[config.mk]
export PLATFORM = sky130hd
export DESIGN_NAME = spioc_top
export DESIGN_NICKNAME = d
export VERILOG_FILES = /design/src/logic/spioc_pkg.sv /design/src/logic/spioc_flags.sv /design/src/logic/spioc_sync.sv /design/src/logic/spioc_top.sv
export SDC_FILE = /design/constraint.sdc
export NUM_CORES = 1
export LEC_CHECK = 0
export BUFFER_PORTS_ARGS = -buffer_cell sky130_fd_sc_hd__buf_2
export CORE_AREA = 2 2 106 108
export DETAILED_ROUTE_END_ITERATION = 12
export DIE_AREA = 0 0 108 110
export GPL_ROUTABILITY_DRIVEN = 1
export PLACE_DENSITY = 0.7
export SYNTH_ARGS = -nofsm -noshare
export SYNTH_HDL_FRONTEND = slang
export SYNTH_SLANG_ARGS = --single-unit
[constraint.sdc]
create_clock -name mclk_i -period 2.9 [get_ports mclk_i]
set_clock_uncertainty 0.15 [all_clocks]
set_input_delay 0.145 -clock mclk_i [delete_from_list [all_inputs] [get_ports mclk_i]]
set_output_delay 0.145 -clock mclk_i [all_outputs]
set_load 0.005 [all_outputs]
[src/logic/spioc_pkg.sv]
// Purpose: Shared constants and types of the SPI option control block
// Assumes: Byte-wide register port, offsets are byte addresses
// Notes: Flag bit order is shared by status, clear and enable registers
package spioc_pkg;
    // Register offsets
    localparam logic [7:0] OFS_C2 = 8'h02;
    localparam logic [7:0] OFS_CTRL = 8'h03;
    localparam logic [7:0] OFS_STAT = 8'h04;
    localparam logic [7:0] OFS_DLO = 8'h05;
    localparam logic [7:0] OFS_DHI = 8'h06;
    localparam logic [7:0] OFS_MLO = 8'h07;
    localparam logic [7:0] OFS_MHI = 8'h08;
    localparam logic [7:0] OFS_CLR = 8'h09;
    localparam logic [7:0] OFS_IEN = 8'h0a;
    // Option control register fields
    localparam int B_MIE = 7;
    localparam int B_WID = 6;
    localparam int B_TXD = 5;
    localparam int B_FEN = 4;
    localparam int B_BOE = 3;
    localparam int B_RXD = 2;
    localparam int B_SWAI = 1;
    localparam int B_SPC = 0;
    // Main control register fields
    localparam int B_ON = 6;
    localparam int B_MST = 4;
    localparam int B_SOE = 1;
    // Flag positions in status, clear and enable
    localparam int S_RXF = 0;
    localparam int S_TXE = 1;
    localparam int S_MAT = 2;
    localparam int S_FLT = 3;
    localparam int NFLAG = 4;
    // Reset values
    localparam logic [7:0] C2_RST = 8'h00;
    localparam logic [7:0] CTRL_RST = 8'h00;
    localparam logic [3:0] IEN_RST = 4'h0;
    localparam logic [3:0] FLAG_RST = 4'h0;
    // Synchroniser idle levels: select high, clock and data low
    localparam logic [3:0] SYNC_RST = 4'h8;
    // Timing: module clock and master serial clock periods
    localparam int CLK_NS = 4;
    localparam int SCLK_NS = 32;
    localparam int HALF_CYC = SCLK_NS / (2 * CLK_NS);
    // Transfer engine states
    typedef enum logic [0:0] {
        SPIOC_IDLE = 1'b0,
        SPIOC_RUN = 1'b1
    } spioc_state_t;
endpackage

[src/logic/spioc_flags.sv]
// Purpose: Bank of sticky event flags
// Assumes: Set, clear and flush are on the module clock
// Notes: A set in the same cycle as a clear wins
`timescale 1ns/10ps
module spioc_flags #(
    parameter int W = 4
) (
    input wire logic mclk_i,
    input wire logic rst_i,
    input wire logic flush_i,
    input wire logic [W-1:0] set_i,
    input wire logic [W-1:0] clr_i,
    output logic [W-1:0] flag_o
);
    // Flush empties all, then clears, set applied last
    always_ff @(posedge mclk_i)
    begin
        if (rst_i)
            flag_o <= '0;
        else if (flush_i)
            flag_o <= set_i;
        else
            flag_o <= (flag_o & ~clr_i) | set_i;
    end
endmodule

[src/logic/spioc_sync.sv]
// Purpose: Two-flop synchroniser for pins from outside the clock domain
// Assumes: Each bit is an independent level
// Notes: Reset level per bit is a parameter
`timescale 1ns/10ps
module spioc_sync #(
    parameter int W = 4,
    parameter logic [W-1:0] RST_VAL = '0
) (
    input wire logic mclk_i,
    input wire logic rst_i,
    input wire logic [W-1:0] d_i,
    output logic [W-1:0] q_o
);
    logic [W-1:0] meta_q; // First stage, read only by second stage

    // Two stages, only the second looks at the first
    always_ff @(posedge mclk_i)
    begin
        if (rst_i)
        begin
            meta_q <= RST_VAL;
            q_o <= RST_VAL;
        end
        else
        begin
            meta_q <= d_i;
            q_o <= meta_q;
        end
    end
endmodule

[src/logic/spioc_top.sv]
// Purpose: SPI engine with option control register and pin steering
// Assumes: Mode 0 timing, MSB first; link clock sampled by mclk_i
// Notes: Status, clear and enable registers share one flag layout
// Overview of operation
// RQ1: Byte option register at offset two, reset zero
// RQ2: Match flag interrupts only with match enable
// RQ3: Width bit picks eight or sixteen bit words
// RQ4: Master width change aborts, idles, clears status
// RQ5: Transmit DMA request on empty and module on
// RQ6: Transmit DMA enable masks transmit empty interrupt
// RQ7: Slave ignores fault enable; select is input
// RQ8: Master without fault enable releases select pin
// RQ9: Master with fault enable: fault in or select out
// RQ10: Single pin drive enable gates data driver
// RQ11: Drive enable clear makes single pin input
// RQ12: Drive enable ignored outside single pin mode
// RQ13: Receive DMA request on full; masks full interrupt
// RQ14: Single pin mode selects one shared data wire
`timescale 1ns/10ps
module spioc_top
    import spioc_pkg::*;
#(
    parameter int HALF_DIV = HALF_CYC
) (
    input wire logic mclk_i,
    input wire logic rst_i,
    input wire logic [7:0] addr_i,
    input wire logic [7:0] wdata_i,
    input wire logic wr_i,
    input wire logic rd_i,
    output logic [7:0] rdata_o,
    output logic irq_o,
    output logic tx_dma_req_o,
    output logic rx_dma_req_o,
    input wire logic sclk_i,
    output logic sclk_o,
    output logic sclk_oe_n_o,
    input wire logic mosi_i,
    output logic mosi_o,
    output logic mosi_oe_n_o,
    input wire logic miso_i,
    output logic miso_o,
    output logic miso_oe_n_o,
    input wire logic ss_i,
    output logic ss_o,
    output logic ss_oe_n_o
);
    logic [7:0] c2_q; // Option control
    logic [7:0] ctrl_q; // Module on, master, select output
    logic [3:0] ien_q; // Interrupt enables
    logic [7:0] tx_hi_q; // Staged upper transmit byte
    logic [15:0] tx_buf_q; // Transmit buffer
    logic tx_full_q; // Transmit buffer holds a word
    logic [15:0] rx_q; // Receive buffer
    logic [15:0] match_q; // Match value
    logic [7:0] rdata_q; // Read answer
    spioc_state_t state_q; // Master engine state
    logic [7:0] div_q; // Half period counter
    logic sclk_q; // Master serial clock
    logic [3:0] bit_q; // Bits done in current word
    logic samp_q; // Bit caught on rising edge
    logic [15:0] sh_q; // Shift register
    logic sck_p_q; // Previous synced link clock
    logic ss_p_q; // Previous synced select
    logic [3:0] fl; // Sticky flags
    logic [3:0] fl_set;
    logic [3:0] fl_clr;
    logic ss_s, sck_s, mosi_s, miso_s; // Synced pins
    logic wr_c2, wr_ctrl, wr_dlo, wr_dhi, wr_mlo, wr_mhi;
    logic wr_clr, wr_ien, rd_dlo;
    logic mie, w16, txd, fen, boe, rxd, spc, on, mst, soe;
    logic abort, flush, fault_hit, m_tick, m_rise, m_fall;
    logic s_act, s_rise, s_fall, s_sel, rise, fall, done;
    logic m_start, take, in_bit, out_bit;
    logic [3:0] last;
    logic [15:0] word, rxw, mmask;
    logic [3:0] gate;

    // Field aliases
    assign mie = c2_q[B_MIE];
    assign w16 = c2_q[B_WID];
    assign txd = c2_q[B_TXD];
    assign fen = c2_q[B_FEN];
    assign boe = c2_q[B_BOE];
    assign rxd = c2_q[B_RXD];
    assign spc = c2_q[B_SPC];
    assign on = ctrl_q[B_ON];
    assign mst = ctrl_q[B_MST];
    assign soe = ctrl_q[B_SOE];

    // Pins from the link pass two flops first
    spioc_sync #(
        .W(4),
        .RST_VAL(SYNC_RST)
    ) u_sync (
        .mclk_i(mclk_i),
        .rst_i(rst_i),
        .d_i({ss_i, sclk_i, mosi_i, miso_i}),
        .q_o({ss_s, sck_s, mosi_s, miso_s})
    );

    // Write and read strobe decode
    always_comb
    begin
        wr_c2 = 1'b0;
        wr_ctrl = 1'b0;
        wr_dlo = 1'b0;
        wr_dhi = 1'b0;
        wr_mlo = 1'b0;
        wr_mhi = 1'b0;
        wr_clr = 1'b0;
        wr_ien = 1'b0;
        rd_dlo = rd_i && (addr_i == OFS_DLO);
        if (wr_i)
        begin
            if (addr_i == OFS_C2)
                wr_c2 = 1'b1;
            else if (addr_i == OFS_CTRL)
                wr_ctrl = 1'b1;
            else if (addr_i == OFS_DLO)
                wr_dlo = 1'b1;
            else if (addr_i == OFS_DHI)
                wr_dhi = 1'b1;
            else if (addr_i == OFS_MLO)
                wr_mlo = 1'b1;
            else if (addr_i == OFS_MHI)
                wr_mhi = 1'b1;
            else if (addr_i == OFS_CLR)
                wr_clr = 1'b1;
            else if (addr_i == OFS_IEN)
                wr_ien = 1'b1;
        end
    end

    // Option control register, all bits zero at reset
    always_ff @(posedge mclk_i)
    begin
        if (rst_i)
            c2_q <= C2_RST; // [RQ1]
        else if (wr_c2)
            c2_q <= wdata_i; // [RQ1]
    end

    // Main control and interrupt enable registers
    always_ff @(posedge mclk_i)
    begin
        if (rst_i)
        begin
            ctrl_q <= CTRL_RST;
            ien_q <= IEN_RST;
        end
        else
        begin
            if (wr_ctrl)
                ctrl_q <= wdata_i;
            if (wr_ien)
                ien_q <= wdata_i[3:0];
        end
    end

    // Match value and staged upper transmit byte
    always_ff @(posedge mclk_i)
    begin
        if (rst_i)
        begin
            match_q <= 16'h0000;
            tx_hi_q <= 8'h00;
        end
        else
        begin
            if (wr_mlo)
                match_q[7:0] <= wdata_i;
            if (wr_mhi)
                match_q[15:8] <= wdata_i;
            if (wr_dhi)
                tx_hi_q <= wdata_i;
        end
    end

    // Abort and fault conditions
    // Width change in master mode aborts at once
    assign abort = wr_c2 && mst && (wdata_i[B_WID] != w16); // [RQ4]
    assign flush = abort || !on; // [RQ4]
    // Fault only in master mode, fault enabled, select as input
    assign fault_hit = on && mst && fen && !soe && !ss_s; // [RQ7] [RQ8] [RQ9]

    // Word length and edge events
    assign last = w16 ? 4'd15 : 4'd7; // [RQ3]
    assign m_tick = (state_q == SPIOC_RUN) && (div_q == 8'(HALF_DIV - 1));
    assign m_rise = m_tick && !sclk_q;
    assign m_fall = m_tick && sclk_q;
    assign s_act = on && !mst && !ss_s; // [RQ7]
    assign s_rise = s_act && sck_s && !sck_p_q;
    assign s_fall = s_act && !sck_s && sck_p_q;
    assign s_sel = s_act && ss_p_q;
    assign rise = mst ? m_rise : s_rise;
    assign fall = mst ? m_fall : s_fall;
    assign done = fall && (bit_q == last);
    assign word = {sh_q[14:0], samp_q};
    assign rxw = w16 ? word : {8'h00, word[7:0]}; // [RQ3]
    assign mmask = w16 ? match_q : {8'h00, match_q[7:0]}; // [RQ3]
    assign m_start = on && mst && (state_q == SPIOC_IDLE) && tx_full_q
        && !abort && !fault_hit;
    assign take = m_start || ((done || s_sel) && tx_full_q);

    // Master engine state
    always_ff @(posedge mclk_i)
    begin
        if (rst_i || abort || fault_hit || !on || !mst)
            state_q <= SPIOC_IDLE; // [RQ4]
        else
        begin
            case (state_q)
                SPIOC_IDLE:
                    if (m_start)
                        state_q <= SPIOC_RUN;
                SPIOC_RUN:
                    if (done && !tx_full_q)
                        state_q <= SPIOC_IDLE;
                default:
                    state_q <= SPIOC_IDLE;
            endcase
        end
    end

    // Half period divider and master clock
    always_ff @(posedge mclk_i)
    begin
        if (rst_i || abort || (state_q != SPIOC_RUN))
        begin
            div_q <= 8'h00;
            sclk_q <= 1'b0; // [RQ4]
        end
        else if (m_tick)
        begin
            div_q <= 8'h00;
            sclk_q <= !sclk_q;
        end
        else
            div_q <= div_q + 8'h01;
    end

    // Bit counter; slave restarts while deselected
    always_ff @(posedge mclk_i)
    begin
        if (rst_i || abort || take || (!mst && ss_s))
            bit_q <= 4'h0;
        else if (fall)
            bit_q <= done ? 4'h0 : bit_q + 4'h1; // [RQ3]
    end

    // Sample on rising edge, shift on falling edge
    always_ff @(posedge mclk_i)
    begin
        if (rst_i)
        begin
            samp_q <= 1'b0;
            sh_q <= 16'h0000;
        end
        else
        begin
            if (rise)
                samp_q <= in_bit;
            if (take)
                sh_q <= tx_buf_q;
            else if (fall)
                sh_q <= {sh_q[14:0], samp_q};
        end
    end

    // Link edge history
    always_ff @(posedge mclk_i)
    begin
        if (rst_i)
        begin
            sck_p_q <= 1'b0;
            ss_p_q <= 1'b1;
        end
        else
        begin
            sck_p_q <= sck_s;
            ss_p_q <= ss_s;
        end
    end

    // Transmit buffer; a write in a take cycle keeps it full
    always_ff @(posedge mclk_i)
    begin
        if (rst_i || flush)
            tx_full_q <= 1'b0;
        else if (wr_dlo)
            tx_full_q <= 1'b1;
        else if (take)
            tx_full_q <= 1'b0;
    end

    // Upper byte only counts in sixteen bit mode
    always_ff @(posedge mclk_i)
    begin
        if (rst_i)
            tx_buf_q <= 16'h0000;
        else if (wr_dlo)
            tx_buf_q <= {w16 ? tx_hi_q : 8'h00, wdata_i}; // [RQ3]
    end

    // Receive buffer
    always_ff @(posedge mclk_i)
    begin
        if (rst_i)
            rx_q <= 16'h0000;
        else if (done && !flush)
            rx_q <= rxw;
    end

    // Flag events; abort and module off hold them clear
    always_comb
    begin
        fl_set = 4'h0;
        fl_set[S_RXF] = done;
        fl_set[S_TXE] = on && !tx_full_q && !wr_dlo;
        fl_set[S_MAT] = done && (rxw == mmask);
        fl_set[S_FLT] = fault_hit;
        if (flush)
            fl_set = 4'h0; // [RQ4]
        fl_clr = wr_clr ? wdata_i[3:0] : 4'h0;
        fl_clr[S_RXF] = fl_clr[S_RXF] || rd_dlo;
        fl_clr[S_TXE] = fl_clr[S_TXE] || wr_dlo;
    end

    spioc_flags #(
        .W(NFLAG)
    ) u_flags (
        .mclk_i(mclk_i),
        .rst_i(rst_i),
        .flush_i(flush),
        .set_i(fl_set),
        .clr_i(fl_clr),
        .flag_o(fl)
    );

    // Interrupt gating per flag source
    always_comb
    begin
        gate = 4'hf;
        gate[S_MAT] = mie; // [RQ2]
        gate[S_TXE] = !txd; // [RQ6]
        gate[S_RXF] = !rxd; // [RQ13]
    end
    assign irq_o = |(fl & ien_q & gate); // [RQ2] [RQ6] [RQ13]

    // DMA requests
    assign tx_dma_req_o = txd && fl[S_TXE] && on; // [RQ5]
    assign rx_dma_req_o = rxd && fl[S_RXF] && on; // [RQ13]

    // Data pin steering
    assign out_bit = w16 ? sh_q[15] : sh_q[7]; // [RQ3]
    // Master reads the shared pin in single pin mode
    assign in_bit = mst ? (spc ? mosi_s : miso_s)
        : (spc ? miso_s : mosi_s); // [RQ14]
    assign mosi_o = out_bit;
    assign miso_o = out_bit;
    // Drive enable only matters with single pin mode
    assign mosi_oe_n_o = !(on && mst && (!spc || boe)); // [RQ10] [RQ11] [RQ12]
    assign miso_oe_n_o = !(s_act && (!spc || boe)); // [RQ10] [RQ11] [RQ12]
    assign sclk_o = sclk_q;
    assign sclk_oe_n_o = !(on && mst);

    // Select pin: output only for master with fault enable
    assign ss_oe_n_o = !(on && mst && fen && soe); // [RQ8] [RQ9]
    assign ss_o = (state_q != SPIOC_RUN); // [RQ9]

    // Read answer, one cycle after the strobe
    always_ff @(posedge mclk_i)
    begin
        if (rst_i || !rd_i)
            rdata_q <= 8'h00;
        else if (addr_i == OFS_C2)
            rdata_q <= c2_q; // [RQ1]
        else if (addr_i == OFS_CTRL)
            rdata_q <= ctrl_q;
        else if (addr_i == OFS_STAT)
            rdata_q <= {4'h0, fl};
        else if (addr_i == OFS_DLO)
            rdata_q <= rx_q[7:0];
        else if (addr_i == OFS_DHI)
            rdata_q <= rx_q[15:8];
        else if (addr_i == OFS_MLO)
            rdata_q <= match_q[7:0];
        else if (addr_i == OFS_MHI)
            rdata_q <= match_q[15:8];
        else if (addr_i == OFS_IEN)
            rdata_q <= {4'h0, ien_q};
        else
            rdata_q <= 8'h00;
    end
    assign rdata_o = rdata_q;
endmodule

==> flow_summary.ini, run 1 <==
[worst_setup_path]
cp-start-kind = register
critPathBufInv = 0
path_cells = nor3b_1 > nand3b_1 > a2111o_1 > nand2_1 > a21oi_1
crit_path_end_kind = register
r2r_setup_slack_ns = 0.35
crit_required_ns = 3.11
cp.arrival_ns = 2.77
crit_slowest_cell = a2111o_1
path_delay_family = simple AND/OR/NAND/NOR gates
path_max_fanout = 16
crit_type = register to register
path_depth = 5
worst-r2r-cell-count = 5
max_stage_delay_ns = 0.72

[timing]
slew_viol_final = 0
hold_viol = 0
tightest_slew_ns = 0.8986
tns_ns = 0
finalCritPeriodShare = 0.8808
maxSlewHeadroom = 0.4009
rsz0062_at_grt = no
maxClockFrequency_ghz = 0.3915
period_needed_ns = 2.554
setup_violations = 0

[global_routing]
grt_max_degree = 86
antenna_found_initial = 0
grt_pass1_vias = 4930
grtUsageTotal = 0.2828
grt_pass1_wl_mm = 25.34
grt-ovfl-total = 0

[floorplan]
die_h_um = 110
dieArea_sq_um = 11880
initial_core_util = 0.5425
die_w_um = 108
num_io_pins = 43
fp-row-count = 38
coreArea_sq_um = 10700

[yosys]
yosys.area.top_type = dfxtp_1
yosys_warnings = 0
synth-edff-count = 0
synth-main-ff-cell = dfxtp_1
syn_inst = 680
ys_async_sr_fraction = 0
synth.area.top_cells = dfxtp_1, nand2_1, a21oi_1, nand3_1, mux2i_1
synth.avg_cell_area_sq_um = 8.534
synth.yosys.seq_area_share = 0.4485
synth-seq-cells = 130
synth_fp_nets = 706
netlist_area_sq_um = 5803
synth.top_cell.area_share = 0.4485
synthDistinctLibCells = 61

[routing]
dr.pass1.iters = 5
drt-wirelength-per-cell_um = 18.24
dr.first_iter.drc_count = 407
vias = 5186
drcViolationCount = 0
ant_nets = 0
routed_wirelength_mm = 16.01
vias_per_cell = 5.907

[final_layout]
fin_nets = 751
fin_area_sq_um = 6798
syn2layout_area_growth_pct = 17.14
drive_above_1_share = 0.1409
num-fill-cells = 966
instances_no_fill = 878
diodes = 0

[cts]
h-tree-depth = 4
cts_root_buffer = clkbuf_8
numCtsBuffers = 17
post_cts_buffers = 0
clk_latency_ns = 0.53
cts_tree = yes
cts.sinks = 130
clockBufferDepth = 2
cts.clk_slew.worst_paths_ns = 0.06

[place]
hpwlAfterDp_mm = 10.85
placed_cell_area_sq_um = 6071
gp_congestion = 0.9740
dp_cells = 830
io_buffers = 42

[run]
maxCapViolCount = 0

[outcome]
outcome = finished clean

[min_path]
min_path_type = input pin to register
min_path_cells = 4

[power_and_ir_drop]
p_leak_nw = 2.553
pwr_density_cell_nw_per_um2 = 584.7
worst_ir_drop_vdd_v = 0.0004244
[cell type report]
cell class / count / area [sq um] / area share
Timing Repair Buffer: 73 / 483.0 / 0.07105
Inverter: 10 / 37.54 / 0.005522
Clock buffer: 21 / 449.2 / 0.06608
Clock inverter: 11 / 111.4 / 0.01638
Sequential cell: 130 / 2603 / 0.3828
Tap cell: 140 / 175.2 / 0.02577
Multi-Input combinational cell: 493 / 2939 / 0.4324
[cells in the final DEF, fill, tap and decap left out, drive strengths merged, types with 2 or more instances in the layout]
| master | n |
|---|---|
| nand3b | 2 |
| xnor2 | 12 |
| a22o | 3 |
| nor2b | 9 |
| a22oi | 5 |
| nor3 | 10 |
| o21ai | 17 |
| mux2i | 18 |
| a32oi | 3 |
| ha | 2 |
| inv | 10 |
| dlygate4sd3 | 16 |
| nand3 | 46 |
| nand2 | 121 |
| clkinv | 8 |
| nor4b | 4 |
| bufinv | 2 |
| dfxtp | 130 |
| nor3b | 3 |
| o221ai | 16 |
| nor2 | 43 |
| or2 | 3 |
| buf | 57 |
| a2bb2oi | 16 |
| o2bb2ai | 4 |
| nand4 | 7 |
| and3 | 6 |
| or4 | 2 |
| o32ai | 4 |
| a21oi | 82 |
| nor4 | 5 |
| nand2b | 7 |
| clkbuf | 21 |
| a222oi | 3 |
| a21o | 4 |
| or3 | 5 |
| xor2 | 15 |
[where the power goes]
part	switching [W]	internal, W
clock	0.000767	0.00126
sequential	0.00000368	0.00179
combinational	0.000103	0.0000499
[state kept, by name, summed over array words and instances (netlist names)]
signal and cells:
c2_q 8, ss_p_q 1, tx_buf_q 16, bit_q 4, tx_full_q 1, u_flags.flag_o 4
tx_hi_q 8, state_q 1, ien_q 4, u_sync.q_o 4, div_q 8, sck_p_q 1
samp_q 1, sh_q 16, match_q 16, sclk_o 1, ctrl_q 8, u_sync.meta_q 4
rx_q 16, rdata_o 8
[kinds of logic after synthesis]
logic type      count (synthesis)  synth area share
fa+ha+maj                       2          0.004312
simple gates                  278            0.2331
mux                            20           0.03687
xor+xnor                       27           0.04075
compound gates                166            0.1904
buf+inv                        57           0.04614
flops                         130            0.4485
[layer usage]
metal	track usage	routed length, um	vias to the layer above
met5	0	0	-
met4	0.09799	318	0
met1	0.3688	7098	2441
met2	0.4600	7374	209
li1	-	-	2507
met3	0.06996	1221	29
[metrics by stage]
| stage | worst slack [ns] | total power, W | utilization | hold slack (ns) |
|---|---|---|---|---|
| floorplan | 0.6031 | 0.001917 | - | 0.09881 |
| global placement | 0.2787 | 0.001967 | 0.5675 | 0.1829 |
| detailed placement | 0.2330 | 0.001969 | 0.5675 | 0.1818 |
| CTS | 0.2312 | 0.003992 | 0.6349 | 0.04742 |
| global route | 0.1931 | 0.004081 | 0.6354 | 0.08351 |
| finish | 0.3456 | 0.003975 | 0.6354 | 0.06870 |
[Yosys cell counts (all sizes together) (4+ instances only)]
cell	number
nand4	7
dfxtp	130
inv	10
a22oi	5
nand2	121
nor3	10
and3	6
o2bb2ai	4
nor4	5
o221ai	16
buf	17
a21oi	82
nand3	46
o21ai	17
xnor2	12
xor2	15
a21o	4
mux2i	18
nor2	43
o32ai	4
a2bb2oi	16
clkbuf	30
nand2b	7
or3	5
nor4b	4
nor2b	9
[path summary, 6_finish.rpt]
path	start	end
setup / recovery	ctrl_q[4]$_SDFFE_PP0P_	rx_q[7]$_SDFFE_PP0P_
hold / removal	addr_i[3]	rdata_o[7]$_SDFF_PP0_
setup reg to reg	ctrl_q[4]$_SDFFE_PP0P_	rx_q[7]$_SDFFE_PP0P_
hold reg to reg	u_sync.meta_q[3]$_SDFF_PP1_	u_sync.q_o[3]$_SDFF_PP1_
[timing repair]
item,in CTS,in global routing
hold buffers,16,0
endpoints found under the hold margin,73,0
resized for setup,0,1
endpoints found under the setup margin,0,16
[worst reg2reg max path, stage by stage (launching register included)]
cell      delay, ns
dfxtp_1        0.37
nor3b_1        0.61
nand3b_1       0.32
a2111o_1       0.72
nand2_1        0.16
a21oi_1        0.07
No activity file was read; power rests on OpenSTA's default activity.
==> run 2, diff against run 1 <==
- ABC_AREA: unset -> 1
- CORE_AREA: 2 2 106 108 -> 2 2 107 109
- DIE_AREA: 0 0 108 110 -> 0 0 109 111
==> flow_summary.ini, run 2 <==
[timing]
rsz0062_at_grt = no
tns_ns = 0
setup_violations = 0
tightest_slew_ns = 0.7506
period_needed_ns = 2.380
finalCritPeriodShare = 0.8206
maxClockFrequency_ghz = 0.4202
hold_viol = 0
slew_viol_final = 0
maxSlewHeadroom = 0.4950

[yosys]
ys_async_sr_fraction = 0
synthAdderAreaFrac = 0.004221
synthDistinctLibCells = 39
yosys.area_share.simple = 0.2687
synth_xor_area_frac = 0.02659
netlist_area_sq_um = 5928
synth_fp_nets = 838
synth.top_cell.area_share = 0.4390
synth-seq-cells = 130
synth.area.top_cells = dfxtp_1, nand2_1, a21oi_1, o21ai_0, inv_1
synth-edff-count = 0
synth.yosys.seq_area_share = 0.4390
synth_top_family_by_area = simple AND/OR/NAND/NOR gates
synth.avg_cell_area_sq_um = 7.301
syn_inst = 812
yosysMostFrequentCell = nand2_1
synth-main-ff-cell = dfxtp_1
synth_common_cells = nand2_1, dfxtp_1, a21oi_1
yosys_warnings = 0
synth_compound_area_frac = 0.1724
yosys.area.top_type = dfxtp_1
synthMuxAreaShare = 0

[floorplan]
num_io_pins = 43
initial_core_util = 0.5352
die_w_um = 109
dieArea_sq_um = 12100
fp-row-count = 39
die_h_um = 111
coreArea_sq_um = 11080

[final_layout]
instances_no_fill = 1014
final_cell_mix = nand2_1, dfxtp_1, a21oi_1, inv_1, o21ai_0
diodes = 0
layout_commonest_cell = nand2_1
drive_above_1_share = 0.1297
syn2layout_area_growth_pct = 18.38
fin_area_sq_um = 7018
fin_nets = 884

[place]
placed_cell_area_sq_um = 6208
gp_congestion = 0.9668
hpwlAfterDp_mm = 11.25
dp_cells = 972
io_buffers = 42

[routing]
drcViolationCount = 0
dr.first_iter.drc_count = 491
vias = 5630
dr.pass1.iters = 5
vias_per_cell = 5.552
ant_nets = 0
drt-wirelength-per-cell_um = 16.11
routed_wirelength_mm = 16.34

[cts]
cts.clk_slew.worst_paths_ns = 0.06
cts.sinks = 130
clockBufferDepth = 2
cts_tree = yes
clk_latency_ns = 0.42
h-tree-depth = 4
cts.repair.resized = 0
numCtsBuffers = 17
cts_root_buffer = clkbuf_16

[global_routing]
grtUsageMet2 = 0.4369
grt_pass1_wl_mm = 26.19
grt-ovfl-total = 0
grt_max_degree = 51
grt_pass1_vias = 5205
grtUsageTotal = 0.2823
gr-usage-met1 = 0.3820
busiest_layer = met2
gr-usage-met3 = 0.05879
antenna_found_initial = 0

[worst_setup_path]
worst-r2r-cell-count = 10
r2r_setup_slack_ns = 0.52
crit_required_ns = 3.04
crit_path_end_kind = register
timing.rr.start = ctrl_q[6]$_SDFFE_PP0P_
cp-start-kind = register
path_max_fanout = 34
rr_endpoint = bit_q[2]$_SDFFE_PP0P_
crit_type = register to register
cp.arrival_ns = 2.52

[power_and_ir_drop]
p_leak_nw = 2.795
pwr_density_cell_nw_per_um2 = 637.2
worst_ir_drop_vdd_v = 0.0004866

[min_path]
hold-path-endpoint = match_q[15]$_SDFFE_PP0P_
min_path_cells = 3
min_path_type = input pin to register
hp-start = wdata_i[7]

[run]
maxCapViolCount = 0

[outcome]
outcome = finished clean
==> run 2: repair_timing <==
action	4_1_cts	5_1_grt
hold buffers	10	0
setup buffers	0	0
hold endpoints to repair	10	0
==> run 2: worst max path at each step <==
stage,startpoint,endpoint,slack (ns),cells after the start
after global placement,ctrl_q[6]$_SDFFE_PP0P_,sh_q[15]$_SDFFE_PP0P_,0.66,10
final,ctrl_q[6]$_SDFFE_PP0P_,bit_q[2]$_SDFFE_PP0P_,0.52,10
after floorplan,div_q[0]$_SDFF_PP0_,rx_q[13]$_SDFFE_PP0P_,1.12,10
after detailed placement,ctrl_q[6]$_SDFFE_PP0P_,bit_q[2]$_SDFFE_PP0P_,0.56,10
after global routing,ctrl_q[6]$_SDFFE_PP0P_,bit_q[2]$_SDFFE_PP0P_,0.35,10
after CTS,ctrl_q[6]$_SDFFE_PP0P_,bit_q[2]$_SDFFE_PP0P_,0.53,10
==> run 2: area by class of cell <==
class / instances / area (sq um)
clock inverters: 10 / 225.2
fillers: 957 / 4059
multi-input cells: 557 / 2798
flip-flops and latches: 130 / 2603
clock buffers: 22 / 484.2
well taps: 143 / 178.9
inverters: 89 / 336.6
repair buffers: 63 / 392.9
==> run 2: critical path, stage by stage (launching register included) <==
cell and delay, ns:
dfxtp_1 0.40, nand2_1 0.19, nor2_1 0.08, nand2_1 0.12, nand2_1 0.07, nor3_1 0.37, nand2_4 0.32, nand2_4 0.28
inv_1 0.08, nand2_1 0.13, nor3_1 0.07
==> run 2: power by group <==
group	switching [W]	internal [W]
combinational	0.0000866	0.0000362
sequential	0.00000369	0.00179
clock	0.000765	0.00179
==> run 2: cells by family after synthesis <==
family / Yosys count
buf+inv: 125
xor+xnor: 18
fa+ha+maj: 2
flops: 130
compound gates: 197
simple gates: 340
==> run 2: metrics by stage <==
step,utilization,hold WS [ns],power [W],setup slack (ns)
floorplan,-,0.09881,0.001897,1.120
global placement,0.5605,0.1764,0.001946,0.6574
detailed placement,0.5605,0.1821,0.001948,0.5587
CTS,0.6336,0.01975,0.004484,0.5303
global route,0.6336,0.02737,0.004585,0.3451
finish,0.6336,0.03005,0.004472,0.5204
==> run 2: routing by layer <==
metal  up-vias  share of wire
li1       2781              -
met1      2596           0.44
met2       218           0.46
met3        35          0.069
met4         0          0.028
met5         -              0
==> run 3, diff against run 2 <==
- clock period: 2.9 -> 2.25 ns (I/O delays scaled with it)
==> flow_summary.ini, run 3 (same netlist as run 2, synthesis figures left out) <==
[cts]
cts.sinks = 130
clockBufferDepth = 2
cts_root_buffer = clkbuf_16
clk_latency_ns = 0.42
post_cts_buffers = 0
h-tree-depth = 4
numCtsBuffers = 17
cts_tree = yes
cts.clk_slew.worst_paths_ns = 0.05

[worst_setup_path]
path_max_fanout = 33
crit_path_end_kind = register
cp.arrival_ns = 2.19
crit_required_ns = 2.38
crit_type = register to register
cp-start-kind = register

[global_routing]
grt_max_degree = 41
grt-ovfl-total = 0
grt_pass1_wl_mm = 25.94
grtUsageTotal = 0.2798
antenna_found_initial = 0
grt_pass1_vias = 5231

[timing]
setup_violations = 0
rsz0062_at_grt = no
maxSlewHeadroom = 0.4356
hold_viol = 0
tns_ns = 0
finalCritPeriodShare = 0.9150
slew_viol_final = 0
tightest_slew_ns = 0.8434
maxClockFrequency_ghz = 0.4857
period_needed_ns = 2.059

[outcome]
outcome = finished clean

[final_layout]
diodes = 0
final_cell_mix = nand2_1, dfxtp_1, a21oi_1, inv_1, o21ai_0
drive_above_1_share = 0.1364
instances_no_fill = 1030
syn2layout_area_growth_pct = 19.33
fin_nets = 900
num-fill-cells = 970
layout_commonest_cell = nand2_1

[place]
io_buffers = 42
dp_cells = 980
gp_congestion = 0.9718
hpwlAfterDp_mm = 11.09

[power_and_ir_drop]
worst_ir_drop_vdd_v = 0.0006451
pwr_density_cell_nw_per_um2 = 753.7
p_int_w = 0.004226
swShare = 0.2073
switching_power_w = 0.001105
p_leak_nw = 2.830
seqPwrFrac = 0.435
pwr-share-comb = 0.032
p_clk_frac = 0.533

[routing]
vias_per_cell = 5.505
dr.first_iter.drc_count = 524
ant_nets = 0
routed_wirelength_mm = 16.11
vias = 5670
dr.pass1.iters = 5
drt-wirelength-per-cell_um = 15.64
drcViolationCount = 0

[floorplan]
die_w_um = 109
die_h_um = 111
fp-row-count = 39
num_io_pins = 43
dieArea_sq_um = 12100
initial_core_util = 0.5352
coreArea_sq_um = 11080

[run]
maxCapViolCount = 0

[min_path]
min_path_type = input pin to register
-- run 3: cell types whose count changed in the layout (fill, tap and decap cells not counted), moves of 2 or more --
cell           delta
dlygate4sd3_1     +8
clkinv_4          +2
bufinv_16         -4
buf_4             +7
-- run 3: path summary, 6_finish.rpt --
kind | cells after the start | to | start | slack [ns]
setup / recovery | 10 | sh_q[13]$_SDFFE_PP0P_ | ctrl_q[4]$_SDFFE_PP0P_ | 0.19
hold / removal | 3 | tx_hi_q[5]$_SDFFE_PP0P_ | wdata_i[5] | 0.01
hold reg to reg | 2 | u_sync.q_o[1]$_SDFF_PP0_ | u_sync.meta_q[1]$_SDFF_PP0_ | 0.26
setup reg to reg | 10 | sh_q[13]$_SDFFE_PP0P_ | ctrl_q[4]$_SDFFE_PP0P_ | 0.19
-- run 3: layout make-up --
cell class / instances / area, sq um / area share
well taps: 143 / 178.9 / 0.02529
repair buffers: 79 / 536.8 / 0.07588
inverters: 89 / 336.6 / 0.04758
multi-input cells: 557 / 2803 / 0.3962
flip-flops and latches: 130 / 2604 / 0.3681
clock inverters: 9 / 127.6 / 0.01804
clock buffers: 23 / 488.0 / 0.06898
-- run 3: critical path, cell delays in order, from the launching register on --
cell,delay [ns]
dfxtp_1,0.45
nand2_1,0.17
nor2_1,0.15
nand2_1,0.13
nand2_1,0.08
nor3_1,0.06
nand2_4,0.09
buf_4,0.32
nand3_1,0.15
nand2_1,0.10
a21oi_1,0.06
-- run 3: power groups by stage --
stage / Clock [W] / Sequential [W] / Combinational [W]
floorplan: 0 / 0.00237 / 0.0000786
global route: 0.00299 / 0.00232 / 0.000186
detailed placement: 0 / 0.00237 / 0.000146
CTS: 0.00286 / 0.00232 / 0.000168
finish: 0.00284 / 0.00232 / 0.000172
global placement: 0 / 0.00237 / 0.000145
-- run 3: what timing repair did --
| action | in CTS | in global routing |
|---|---|---|
| gates resized for setup | 0 | 3 |
| setup endpoints to repair | 0 | 32 |
| hold buffers | 18 | 0 |
| hold endpoints to repair | 34 | 0 |
-- run 3: through the flow --
stage,hold slack (ns),power (W),area [sq um],utilization,setup slack (ns)
after global routing,0.03706,0.005496,7074,0.6387,0.01626
after detailed placement,0.1491,0.002514,6269,0.5659,0.1513
after floorplan,0.06631,0.002445,5928,-,0.4701
after CTS,0.003836,0.005349,7064,0.6378,0.1302
after global placement,0.1441,0.002512,6269,0.5659,0.2143
final,0.01476,0.005332,7074,0.6387,0.1913
-- run 3: metal layers --
layer	wire, um	vias to the layer above	GRT usage
met4	610	0	0.1444
met3	967	47	0.06349
met1	7203	2619	0.3617
met5	0	-	0
li1	-	2809	-
met2	7325	195	0.4323
